<file path="config.mk">
export PLATFORM = sky130hd
export DESIGN_NAME = csss_top
export DESIGN_NICKNAME = d
export VERILOG_FILES = /design/src/pkg/csss_pkg.sv /design/src/rtl/csss_top.sv
export SDC_FILE = /design/constraint.sdc
export NUM_CORES = 1
export LEC_CHECK = 0
export ABC_AREA = 1
export BUFFER_PORTS_ARGS = -buffer_cell sky130_fd_sc_hd__buf_4
export CORE_ASPECT_RATIO = 1.5
export CORE_UTILIZATION = 50
export CTS_CLUSTER_DIAMETER = 80
export DETAILED_ROUTE_END_ITERATION = 16
export PLACE_DENSITY_LB_ADDON = 0.08
export SYNTH_ARGS = -nofsm -noshare
export SYNTH_HDL_FRONTEND = slang
export SYNTH_SLANG_ARGS = --single-unit
</file>
<file path="constraint.sdc">
create_clock -name aclk -period 5.2 [get_ports aclk]
set_input_delay 0.52 -clock aclk [delete_from_list [all_inputs] [get_ports aclk]]
set_output_delay 0.52 -clock aclk [all_outputs]
set_load 0.02 [all_outputs]
</file>
<file path="src/pkg/csss_pkg.sv">
package csss_pkg;

	// Register byte addresses on the AXI4-Lite bus.
	localparam logic [3:0] ADDR_TRIM   = 4'h0;
	localparam logic [3:0] ADDR_STATUS = 4'h4;
	localparam int         ADDR_W      = 4;

	// AXI response codes.
	localparam logic [1:0] RESP_OKAY   = 2'h0;
	localparam logic [1:0] RESP_SLVERR = 2'h2;

	// Clock source select codes, in raw fuse polarity (one means unprogrammed).
	localparam logic [3:0] SEL_EXT_CLOCK  = 4'h0;
	localparam logic [3:0] SEL_INT_RC_LO  = 4'h1;
	localparam logic [3:0] SEL_INT_RC_HI  = 4'h4;
	localparam logic [3:0] SEL_EXT_RC_LO  = 4'h5;
	localparam logic [3:0] SEL_EXT_RC_HI  = 4'h8;
	localparam logic [3:0] SEL_LF_CRYSTAL = 4'h9;

	// Start-up time fuse codes.
	localparam logic [1:0] SUT_00 = 2'h0;
	localparam logic [1:0] SUT_01 = 2'h1;
	localparam logic [1:0] SUT_10 = 2'h2;
	localparam logic [1:0] SUT_11 = 2'h3;

	// Wake start-up lengths in cycles of the selected source.
	localparam int          CNT_W     = 17;
	localparam logic [16:0] WAKE_6    = 17'h00006;
	localparam logic [16:0] WAKE_18   = 17'h00012;
	localparam logic [16:0] WAKE_1K   = 17'h00400;
	localparam logic [16:0] WAKE_32K  = 17'h08000;
	localparam logic [16:0] CNT_ONE   = 17'h00001;
	localparam logic [16:0] CNT_ZERO  = 17'h00000;

	// Reset delay defaults in watchdog oscillator cycles (4.1 ms and 65 ms).
	localparam int RST_DELAY_SHORT_DEF = 4096;
	localparam int RST_DELAY_LONG_DEF  = 65536;

	// Status register field positions.
	localparam int ST_KIND_LSB   = 0;
	localparam int ST_BAND_LSB   = 3;
	localparam int ST_RUN_BIT    = 5;
	localparam int ST_PHASE_LSB  = 6;
	localparam int ST_SEL_LSB    = 8;
	localparam int ST_SUT_LSB    = 12;
	localparam int ST_OPT_BIT    = 14;
	localparam int ST_OPTERR_BIT = 15;

	typedef enum logic [2:0] {
		KIND_EXT_CLOCK,
		KIND_INT_RC,
		KIND_EXT_RC,
		KIND_LF_CRYSTAL,
		KIND_CRYSTAL
	} csss_kind_e;

	typedef enum logic [1:0] {
		DLY_NONE,
		DLY_SHORT,
		DLY_LONG
	} csss_dly_e;

	typedef struct packed {
		logic [3:0] clock_source_select_fuses;
		logic [1:0] startup_time_fuses;
		logic       oscillator_option_fuse;
	} csss_fuse_s;

	typedef struct packed {
		csss_kind_e kind;
		logic [1:0] band;
		logic [7:0] trim_value;
	} csss_clk_s;

endpackage : csss_pkg

</file>
<file path="src/rtl/csss_top.sv">
// The AXI4-Lite interface to the registers and the register addresses were left to the implementer.
`timescale 1ns/1ns
`default_nettype none

// Contract
// - Fuse code 1001 selects low-frequency crystal.
// - Low-frequency crystal start-up and reset delay table.
// - Codes 0101 to 1000 are external RC bands.
// - External RC start-up and reset delay table.
// - Codes 0001 to 0100 select internal RC frequencies.
// - Internal RC start-up and reset delay table.
// - Reset loads factory calibration into trim register.
// - Reset delay always timed by watchdog oscillator.
// - Trim zero slowest, all ones fastest, monotonic.
// - Nonvolatile memory timing follows calibrated oscillator.
// - Fuse code 0000 selects external clock pin.
// - External clock start-up and reset delay table.
// - Wake counts selected source cycles before resuming.
// - Reset delays are 4096 and 65536 watchdog cycles.
// - Fuse bit one means unprogrammed; decode accordingly.
module csss_top
	import csss_pkg::*;
#(
	parameter int RST_DELAY_SHORT = csss_pkg::RST_DELAY_SHORT_DEF,
	parameter int RST_DELAY_LONG  = csss_pkg::RST_DELAY_LONG_DEF
) (
	input  wire logic                       aclk,
	input  wire logic                       aresetn,
	input  wire logic                       s_axi_awvalid,
	output logic                            s_axi_awready,
	input  wire logic [csss_pkg::ADDR_W-1:0] s_axi_awaddr,
	input  wire logic                       s_axi_wvalid,
	output logic                            s_axi_wready,
	input  wire logic [31:0]                s_axi_wdata,
	input  wire logic [3:0]                 s_axi_wstrb,
	output logic                            s_axi_bvalid,
	input  wire logic                       s_axi_bready,
	output logic [1:0]                      s_axi_bresp,
	input  wire logic                       s_axi_arvalid,
	output logic                            s_axi_arready,
	input  wire logic [csss_pkg::ADDR_W-1:0] s_axi_araddr,
	output logic                            s_axi_rvalid,
	input  wire logic                       s_axi_rready,
	output logic [31:0]                     s_axi_rdata,
	output logic [1:0]                      s_axi_rresp,
	input  wire csss_pkg::csss_fuse_s       fuses,
	input  wire logic [7:0]                 factory_calibration,
	input  wire logic                       wdt_osc_tick,
	input  wire logic                       src_osc_tick,
	input  wire logic                       rc_osc_tick,
	input  wire logic                       deep_sleep,
	input  wire logic                       wake_event,
	output csss_pkg::csss_clk_s             clk_select,
	output logic                            core_clock_en,
	output logic                            nvm_timing_tick
);
	import csss_pkg::*;

	typedef enum logic [1:0] {
		PH_SRC_COUNT,
		PH_RST_DELAY,
		PH_RUN,
		PH_SLEEP
	} csss_phase_e;

	localparam logic [16:0] DLY_SHORT_CNT = RST_DELAY_SHORT[16:0];
	localparam logic [16:0] DLY_LONG_CNT  = 17'(RST_DELAY_LONG);

	csss_fuse_s         fuse_q;
	csss_fuse_s         next_fuse_q;
	csss_kind_e         dec_kind;
	logic [1:0]         dec_band;
	logic [CNT_W-1:0]   dec_wake;
	csss_dly_e          dec_dly;
	logic [CNT_W-1:0]   dly_target;
	csss_phase_e        phase;
	csss_phase_e        next_phase;
	logic [CNT_W-1:0]   count;
	logic [CNT_W-1:0]   next_count;
	logic [7:0]         trim;
	logic [7:0]         next_trim;
	logic               opt_err;
	logic               nvm_tick_q;
	logic               next_nvm_tick_q;
	logic               aw_got, next_aw_got;
	logic               w_got, next_w_got;
	logic [ADDR_W-1:0]  aw_addr, next_aw_addr;
	logic [31:0]        w_data, next_w_data;
	logic [3:0]         w_strb, next_w_strb;
	logic               bvalid, next_bvalid;
	logic [1:0]         bresp, next_bresp;
	logic               rvalid, next_rvalid;
	logic [31:0]        rdata, next_rdata;
	logic [1:0]         rresp, next_rresp;
	logic               wake_path, next_wake_path;
	logic               do_write;
	logic [31:0]        status_word;

	// Fuses are sampled while reset is held, so a change applied with reset asserted
	// takes effect cleanly at release and cannot disturb a running sequence.
	always_comb begin
		next_fuse_q = fuse_q;
		if (!aresetn) begin
			next_fuse_q = fuses;
		end
	end

	always_ff @(posedge aclk) begin
		fuse_q <= next_fuse_q;
	end

	// Source and start-up decode; codes are compared in raw fuse polarity.
	always_comb begin
		dec_kind = KIND_CRYSTAL;
		dec_band = 2'h0;
		dec_wake = WAKE_32K;
		dec_dly  = DLY_LONG;
		if (fuse_q.clock_source_select_fuses == SEL_LF_CRYSTAL) begin
			dec_kind = KIND_LF_CRYSTAL;
			// Reserved code 11 falls through to the long settings of code 10.
			dec_wake = (fuse_q.startup_time_fuses < SUT_10) ? WAKE_1K : WAKE_32K;
			dec_dly  = (fuse_q.startup_time_fuses == SUT_00) ? DLY_SHORT : DLY_LONG;
		end else if (fuse_q.clock_source_select_fuses >= SEL_EXT_RC_LO &&
			fuse_q.clock_source_select_fuses <= SEL_EXT_RC_HI) begin
			dec_kind = KIND_EXT_RC;
			dec_band = 2'(fuse_q.clock_source_select_fuses - SEL_EXT_RC_LO);
			dec_wake = (fuse_q.startup_time_fuses == SUT_11) ? WAKE_6 : WAKE_18;
			unique case (fuse_q.startup_time_fuses)
				SUT_00:         dec_dly = DLY_NONE;
				SUT_01, SUT_11: dec_dly = DLY_SHORT;
				SUT_10:         dec_dly = DLY_LONG;
			endcase
		end else if (fuse_q.clock_source_select_fuses >= SEL_INT_RC_LO &&
			fuse_q.clock_source_select_fuses <= SEL_INT_RC_HI) begin
			dec_kind = KIND_INT_RC;
			dec_band = 2'(fuse_q.clock_source_select_fuses - SEL_INT_RC_LO);
			dec_wake = WAKE_6;
			unique case (fuse_q.startup_time_fuses)
				SUT_00:         dec_dly = DLY_NONE;
				SUT_01:         dec_dly = DLY_SHORT;
				SUT_10, SUT_11: dec_dly = DLY_LONG;
			endcase
		end else if (fuse_q.clock_source_select_fuses == SEL_EXT_CLOCK) begin
			dec_kind = KIND_EXT_CLOCK;
			dec_wake = WAKE_6;
			unique case (fuse_q.startup_time_fuses)
				SUT_00:         dec_dly = DLY_NONE;
				SUT_01:         dec_dly = DLY_SHORT;
				SUT_10, SUT_11: dec_dly = DLY_LONG;
			endcase
		end
	end

	// Reset delay length in watchdog oscillator cycles.
	always_comb begin
		unique case (dec_dly)
			DLY_NONE:  dly_target = CNT_ZERO;
			DLY_SHORT: dly_target = DLY_SHORT_CNT;
			default:   dly_target = DLY_LONG_CNT;
		endcase
	end

	// Start-up sequencer. After reset the source cycles are counted first, then the
	// watchdog-timed delay; a wake from deep sleep counts source cycles only.
	always_comb begin
		next_phase     = phase;
		next_count     = count;
		next_wake_path = wake_path;
		unique case (phase)
			PH_SRC_COUNT: begin
				if (src_osc_tick) begin
					next_count = count + CNT_ONE;
					if (next_count >= dec_wake) begin
						next_count = CNT_ZERO;
						// A wake skips the watchdog delay, which belongs to reset only.
						next_phase = wake_path ? PH_RUN : PH_RST_DELAY;
					end
				end
			end
			PH_RST_DELAY: begin
				if (dly_target == CNT_ZERO) begin
					next_phase = PH_RUN;
				end else if (wdt_osc_tick) begin
					next_count = count + CNT_ONE;
					if (next_count >= dly_target) begin
						next_count = CNT_ZERO;
						next_phase = PH_RUN;
					end
				end
			end
			PH_RUN: begin
				next_count     = CNT_ZERO;
				next_wake_path = 1'b0;
				if (deep_sleep) begin
					next_phase = PH_SLEEP;
				end
			end
			PH_SLEEP: begin
				next_count = CNT_ZERO;
				if (wake_event) begin
					next_phase     = PH_SRC_COUNT;
					next_wake_path = 1'b1;
				end
			end
		endcase
	end

	always_ff @(posedge aclk) begin
		if (!aresetn) begin
			phase     <= PH_SRC_COUNT;
			count     <= CNT_ZERO;
			wake_path <= 1'b0;
		end else begin
			phase     <= next_phase;
			count     <= next_count;
			wake_path <= next_wake_path;
		end
	end

	// Trim register: reloaded from the factory byte on every reset, otherwise written
	// by software byte lane zero. A larger value means a faster internal oscillator.
	always_comb begin
		next_trim = trim;
		if (!aresetn) begin
			next_trim = factory_calibration;
		end else if (do_write && aw_addr == ADDR_TRIM && w_strb[0]) begin
			next_trim = w_data[7:0];
		end
	end

	always_ff @(posedge aclk) begin
		trim <= next_trim;
	end

	// Nonvolatile memory timing is a registered copy of the trimmed oscillator tick.
	always_comb begin
		next_nvm_tick_q = aresetn && rc_osc_tick;
	end

	always_ff @(posedge aclk) begin
		nvm_tick_q <= next_nvm_tick_q;
	end

	// Flag a programmed option fuse while the internal oscillator is chosen.
	assign opt_err = (dec_kind == KIND_INT_RC) && !fuse_q.oscillator_option_fuse;

	assign clk_select = '{kind: dec_kind, band: dec_band, trim_value: trim};
	assign core_clock_en         = (phase == PH_RUN);
	assign nvm_timing_tick       = nvm_tick_q;

	assign status_word = {16'h0000,
		opt_err,
		fuse_q.oscillator_option_fuse,
		fuse_q.startup_time_fuses,
		fuse_q.clock_source_select_fuses,
		phase,
		core_clock_en,
		dec_band,
		dec_kind};

	// AXI write channel: address and data are taken in either order and the write
	// happens once both are held, answered one cycle later.
	assign s_axi_awready = !aw_got && !bvalid;
	assign s_axi_wready  = !w_got && !bvalid;
	assign do_write      = aw_got && w_got && !bvalid;

	always_comb begin
		next_aw_got  = aw_got;
		next_w_got   = w_got;
		next_aw_addr = aw_addr;
		next_w_data  = w_data;
		next_w_strb  = w_strb;
		next_bvalid  = bvalid;
		next_bresp   = bresp;
		if (s_axi_awvalid && s_axi_awready) begin
			next_aw_got  = 1'b1;
			next_aw_addr = s_axi_awaddr;
		end
		if (s_axi_wvalid && s_axi_wready) begin
			next_w_got  = 1'b1;
			next_w_data = s_axi_wdata;
			next_w_strb = s_axi_wstrb;
		end
		if (do_write) begin
			next_aw_got = 1'b0;
			next_w_got  = 1'b0;
			next_bvalid = 1'b1;
			next_bresp  = (aw_addr == ADDR_TRIM) ? RESP_OKAY : RESP_SLVERR;
		end else if (bvalid && s_axi_bready) begin
			next_bvalid = 1'b0;
		end
	end

	always_ff @(posedge aclk) begin
		if (!aresetn) begin
			aw_got  <= 1'b0;
			w_got   <= 1'b0;
			aw_addr <= '0;
			w_data  <= 32'h00000000;
			w_strb  <= 4'h0;
			bvalid  <= 1'b0;
			bresp   <= RESP_OKAY;
		end else begin
			aw_got  <= next_aw_got;
			w_got   <= next_w_got;
			aw_addr <= next_aw_addr;
			w_data  <= next_w_data;
			w_strb  <= next_w_strb;
			bvalid  <= next_bvalid;
			bresp   <= next_bresp;
		end
	end

	assign s_axi_bvalid = bvalid;
	assign s_axi_bresp  = bresp;

	// AXI read channel: one read at a time, data registered on acceptance.
	assign s_axi_arready = !rvalid;

	always_comb begin
		next_rvalid = rvalid;
		next_rdata  = rdata;
		next_rresp  = rresp;
		if (s_axi_arvalid && s_axi_arready) begin
			next_rvalid = 1'b1;
			next_rresp  = RESP_OKAY;
			if (s_axi_araddr == ADDR_TRIM) begin
				next_rdata = {24'h000000, trim};
			end else if (s_axi_araddr == ADDR_STATUS) begin
				next_rdata = status_word;
			end else begin
				next_rdata = 32'h00000000;
				next_rresp = RESP_SLVERR;
			end
		end else if (rvalid && s_axi_rready) begin
			next_rvalid = 1'b0;
		end
	end

	always_ff @(posedge aclk) begin
		if (!aresetn) begin
			rvalid <= 1'b0;
			rdata  <= 32'h00000000;
			rresp  <= RESP_OKAY;
		end else begin
			rvalid <= next_rvalid;
			rdata  <= next_rdata;
			rresp  <= next_rresp;
		end
	end

	assign s_axi_rvalid = rvalid;
	assign s_axi_rdata  = rdata;
	assign s_axi_rresp  = rresp;

endmodule : csss_top

`default_nettype wire

</file>
==> impl_results.md <==
* Most frequent cell after synthesis: nand2_1
* Global-route wire length before repair at approximately 16 mm
* CTS tree: done
* GR Util All Layers at 0.2497
* Leakage power at 0.002296 uW
* YS warnings at 0
* # clock sinks at about 70
* Post-DR vias/cell at 4.992
* Slowest stage cell, crit path: edfxtp_1
* Initial Util at 0.5250
* Via count at 3889
* Final Non-Filler Cells at between 700 and 800
* Worst path required time at around 5.4 ns
* Final Skew at just over 0.008 ns
* Max Clock Freq at 0.3157 GHz
* Crit-path most repeated cell: nor2_1
* Die Span Y at around 110 um
* Setup Viol. Count Final at 0
* Die Wd at 75.47 um
* Seq/Total Area, Yosys at 0.3883
* Synth top cells by count: nand2_1, nor2_1, inv_1
* Worst min-delay path class: input pin to flip-flop
* EDFF count, synth at 15
* Wirelength per Cell at between 10 and 15 um
* Nets at ~760
* Delay of the slowest critical-path stage at 0.42 ns
* DP HPWL at 7.516 mm
* GPL Wtd Cong at just under 0.8
* Area grow syn2layout at 22.13%
* Crit end category: flip-flop
* DR DRC count at 0
* Cts hold-fix bufs at 0
* Core Region at around 7700 um^2
* Total CTS buffers at 9
* Setup_tns at 0 ns
* Predominant post-synthesis flop cell: dfxtp_1
* Endpoints failing hold at 0
* Post CTS Setup Buffer Count at 0
* Post-synth top area cell: dfxtp_1
* DR pass1 iterations at 4
* Initial antenna violation count at 0
* Port Buf Inserts at 81
* H-tree depth at 3
* Remaining Overflow, GRT at 0
* Post-Syn Area at between 4000 and 5000 um^2
* Worst Path Max Fanout at 17
* N_diodes at 0
* # rows at 39
* Root Buffer: clkbuf_16
* ANT nets after route at 0
* Pwr/cell area at roughly 380 nW/um^2
* Placed Cells at approximately 760
* Max clock buf depth at 2
* RSZ-0062 raised after global routing: false
* 1st-iter DRT viols at between 150 and 200
* Final WS setup at between 2 and 2.5 ns
* Cell Area, Placed at 4652 um^2
* Share of flip-flops with an asynchronous set or reset at 0
* WS Path Type: flip-flop to flip-flop
* Slew Viols, Final at 0
* Buf/Inv on CP at 2
* Clock latency on the worst-skew pair at between 0.3 and 0.4 ns
* Post-Route WL at 9.804 mm
* Final worst-path cycle share at 0.6092
* Worst setup SP type: flip-flop
* CP arrival at about 3.4 ns
* Post-Layout Inst Area at 4943 um^2
* Die area at around 8500 um^2
* Max Cap Viol at 0
* Number of global-route vias before repair at 3730
* CTS resizes at 0
* VDD IR-drop max at approximately 0.28 mV
* Largest cells by area after synthesis: dfxtp_1, nand2_1, edfxtp_1, nor2_1, inv_1
* Fillcell total at around 770
* Largest net degree at the start of global routing at 43
* Layout cells sized above 1 at 0.1684
* IO Count at 127
* Final min period at 3.168 ns
* Status: completed
* Post-synth top area share at 0.2770
* CTS clock-pin slew for the worst setup and hold paths at roughly 0.060 ns
* Cell Chain, Critical Path: ha_1, nand3_1, inv_1, nor2_1, inv_1, or2_2, ha_1, nand3_1, nand3b_1, nor2_1, nand2_1, nor2_1, nand2_1, nor2_1, nor2_1, nand2_1, nand2_2, nand3_1, a21oi_1
* Seq cells post-synth at 71
* Synthesized area per cell at 6.814 um^2
* Synth cell types at 34
* Cell family with most CP delay: simple AND/OR/NAND/NOR gates
* Pre-CTS setup slack at a little over 2 ns
* Synth Instances at 594
-- placed cells by master, fill, tap and decap left out, types with 3 or more instances in the layout --
cell       instances
buf_4             83
nor2_2             4
dfxtp_1           56
nand3_2            3
a21oi_1           39
clkinv_1           4
nand4_1            8
nand3_1           39
o21ai_0           37
ha_1              15
nor3_1             5
a31oi_1            5
nor2_1            91
clkbuf_16          9
nand2_2            4
edfxtp_1          15
conb_1            18
nand3b_1           3
inv_1             60
nand2_1          159
-- through the flow --
step | total power [uW] | utilization | hold WS [ns]
6_report | 1879 | 0.6412 | 0.3555
5_1_grt | 1994 | 0.6412 | 0.3422
4_1_cts | 1889 | 0.6412 | 0.3447
3_5_place_dp | 1282 | 0.6034 | 0.4618
3_3_place_gp | 1269 | 0.6034 | 0.4563
2_1_floorplan | 1140 | - | 0.4436
-- worst paths after layout --
check	start	endpoint	slack, ns	cells after the start
worst max-delay path	fuse_q[3]$_DFFE_PN_	count[6]$_SDFFE_PN0P_	2.03	19
worst min-delay path	fuses[0]	fuse_q[0]$_DFFE_PN_	0.36	1
worst max register to register	fuse_q[3]$_DFFE_PN_	count[6]$_SDFFE_PN0P_	2.03	19
worst min register to register	s_axi_rdata[13]$_SDFFE_PN0P_	s_axi_rdata[13]$_SDFFE_PN0P_	0.47	2
-- cell type report --
type                            instances  area, um^2  area share
Multi-Input combinational cell        444        2093      0.4234
Inverter                               63       236.5     0.04784
Clock buffer                           10       229.0     0.04632
Tap cell                              102       127.6     0.02582
Timing Repair Buffer                   83       623.1      0.1260
Sequential cell                        71        1572      0.3179
Clock inverter                          6       62.56     0.01266
-- state kept, by name, summed over array words and instances (netlist names), 2 cells and up --
signal,count
trim,8
w_data,8
count,17
aw_addr,4
s_axi_rdata,16
phase,2
fuse_q,7
-- power by group --
part           internal (uW)  switching [uW]
Sequential               622            53.4
Combinational            204             395
Clock                    369             235
-- logic make-up after synthesis --
kind of cell	share of synthesized area
simple gates	0.3357
buf+inv	0.1104
compound gates	0.1162
flops	0.3883
fa+ha+maj	0.04637
xor+xnor	0.002164
other cells	0.0009265
-- layer usage --
metal | wire length, um | GRT usage | vias up
met3 | 660 | 0.09336 | 28
li1 | - | - | 2030
met1 | 3704 | 0.2412 | 1733
met2 | 5103 | 0.4494 | 98
met4 | 336 | 0.1160 | 0
met5 | 0 | 0 | -
No activity file was read; power rests on OpenSTA's default activity.
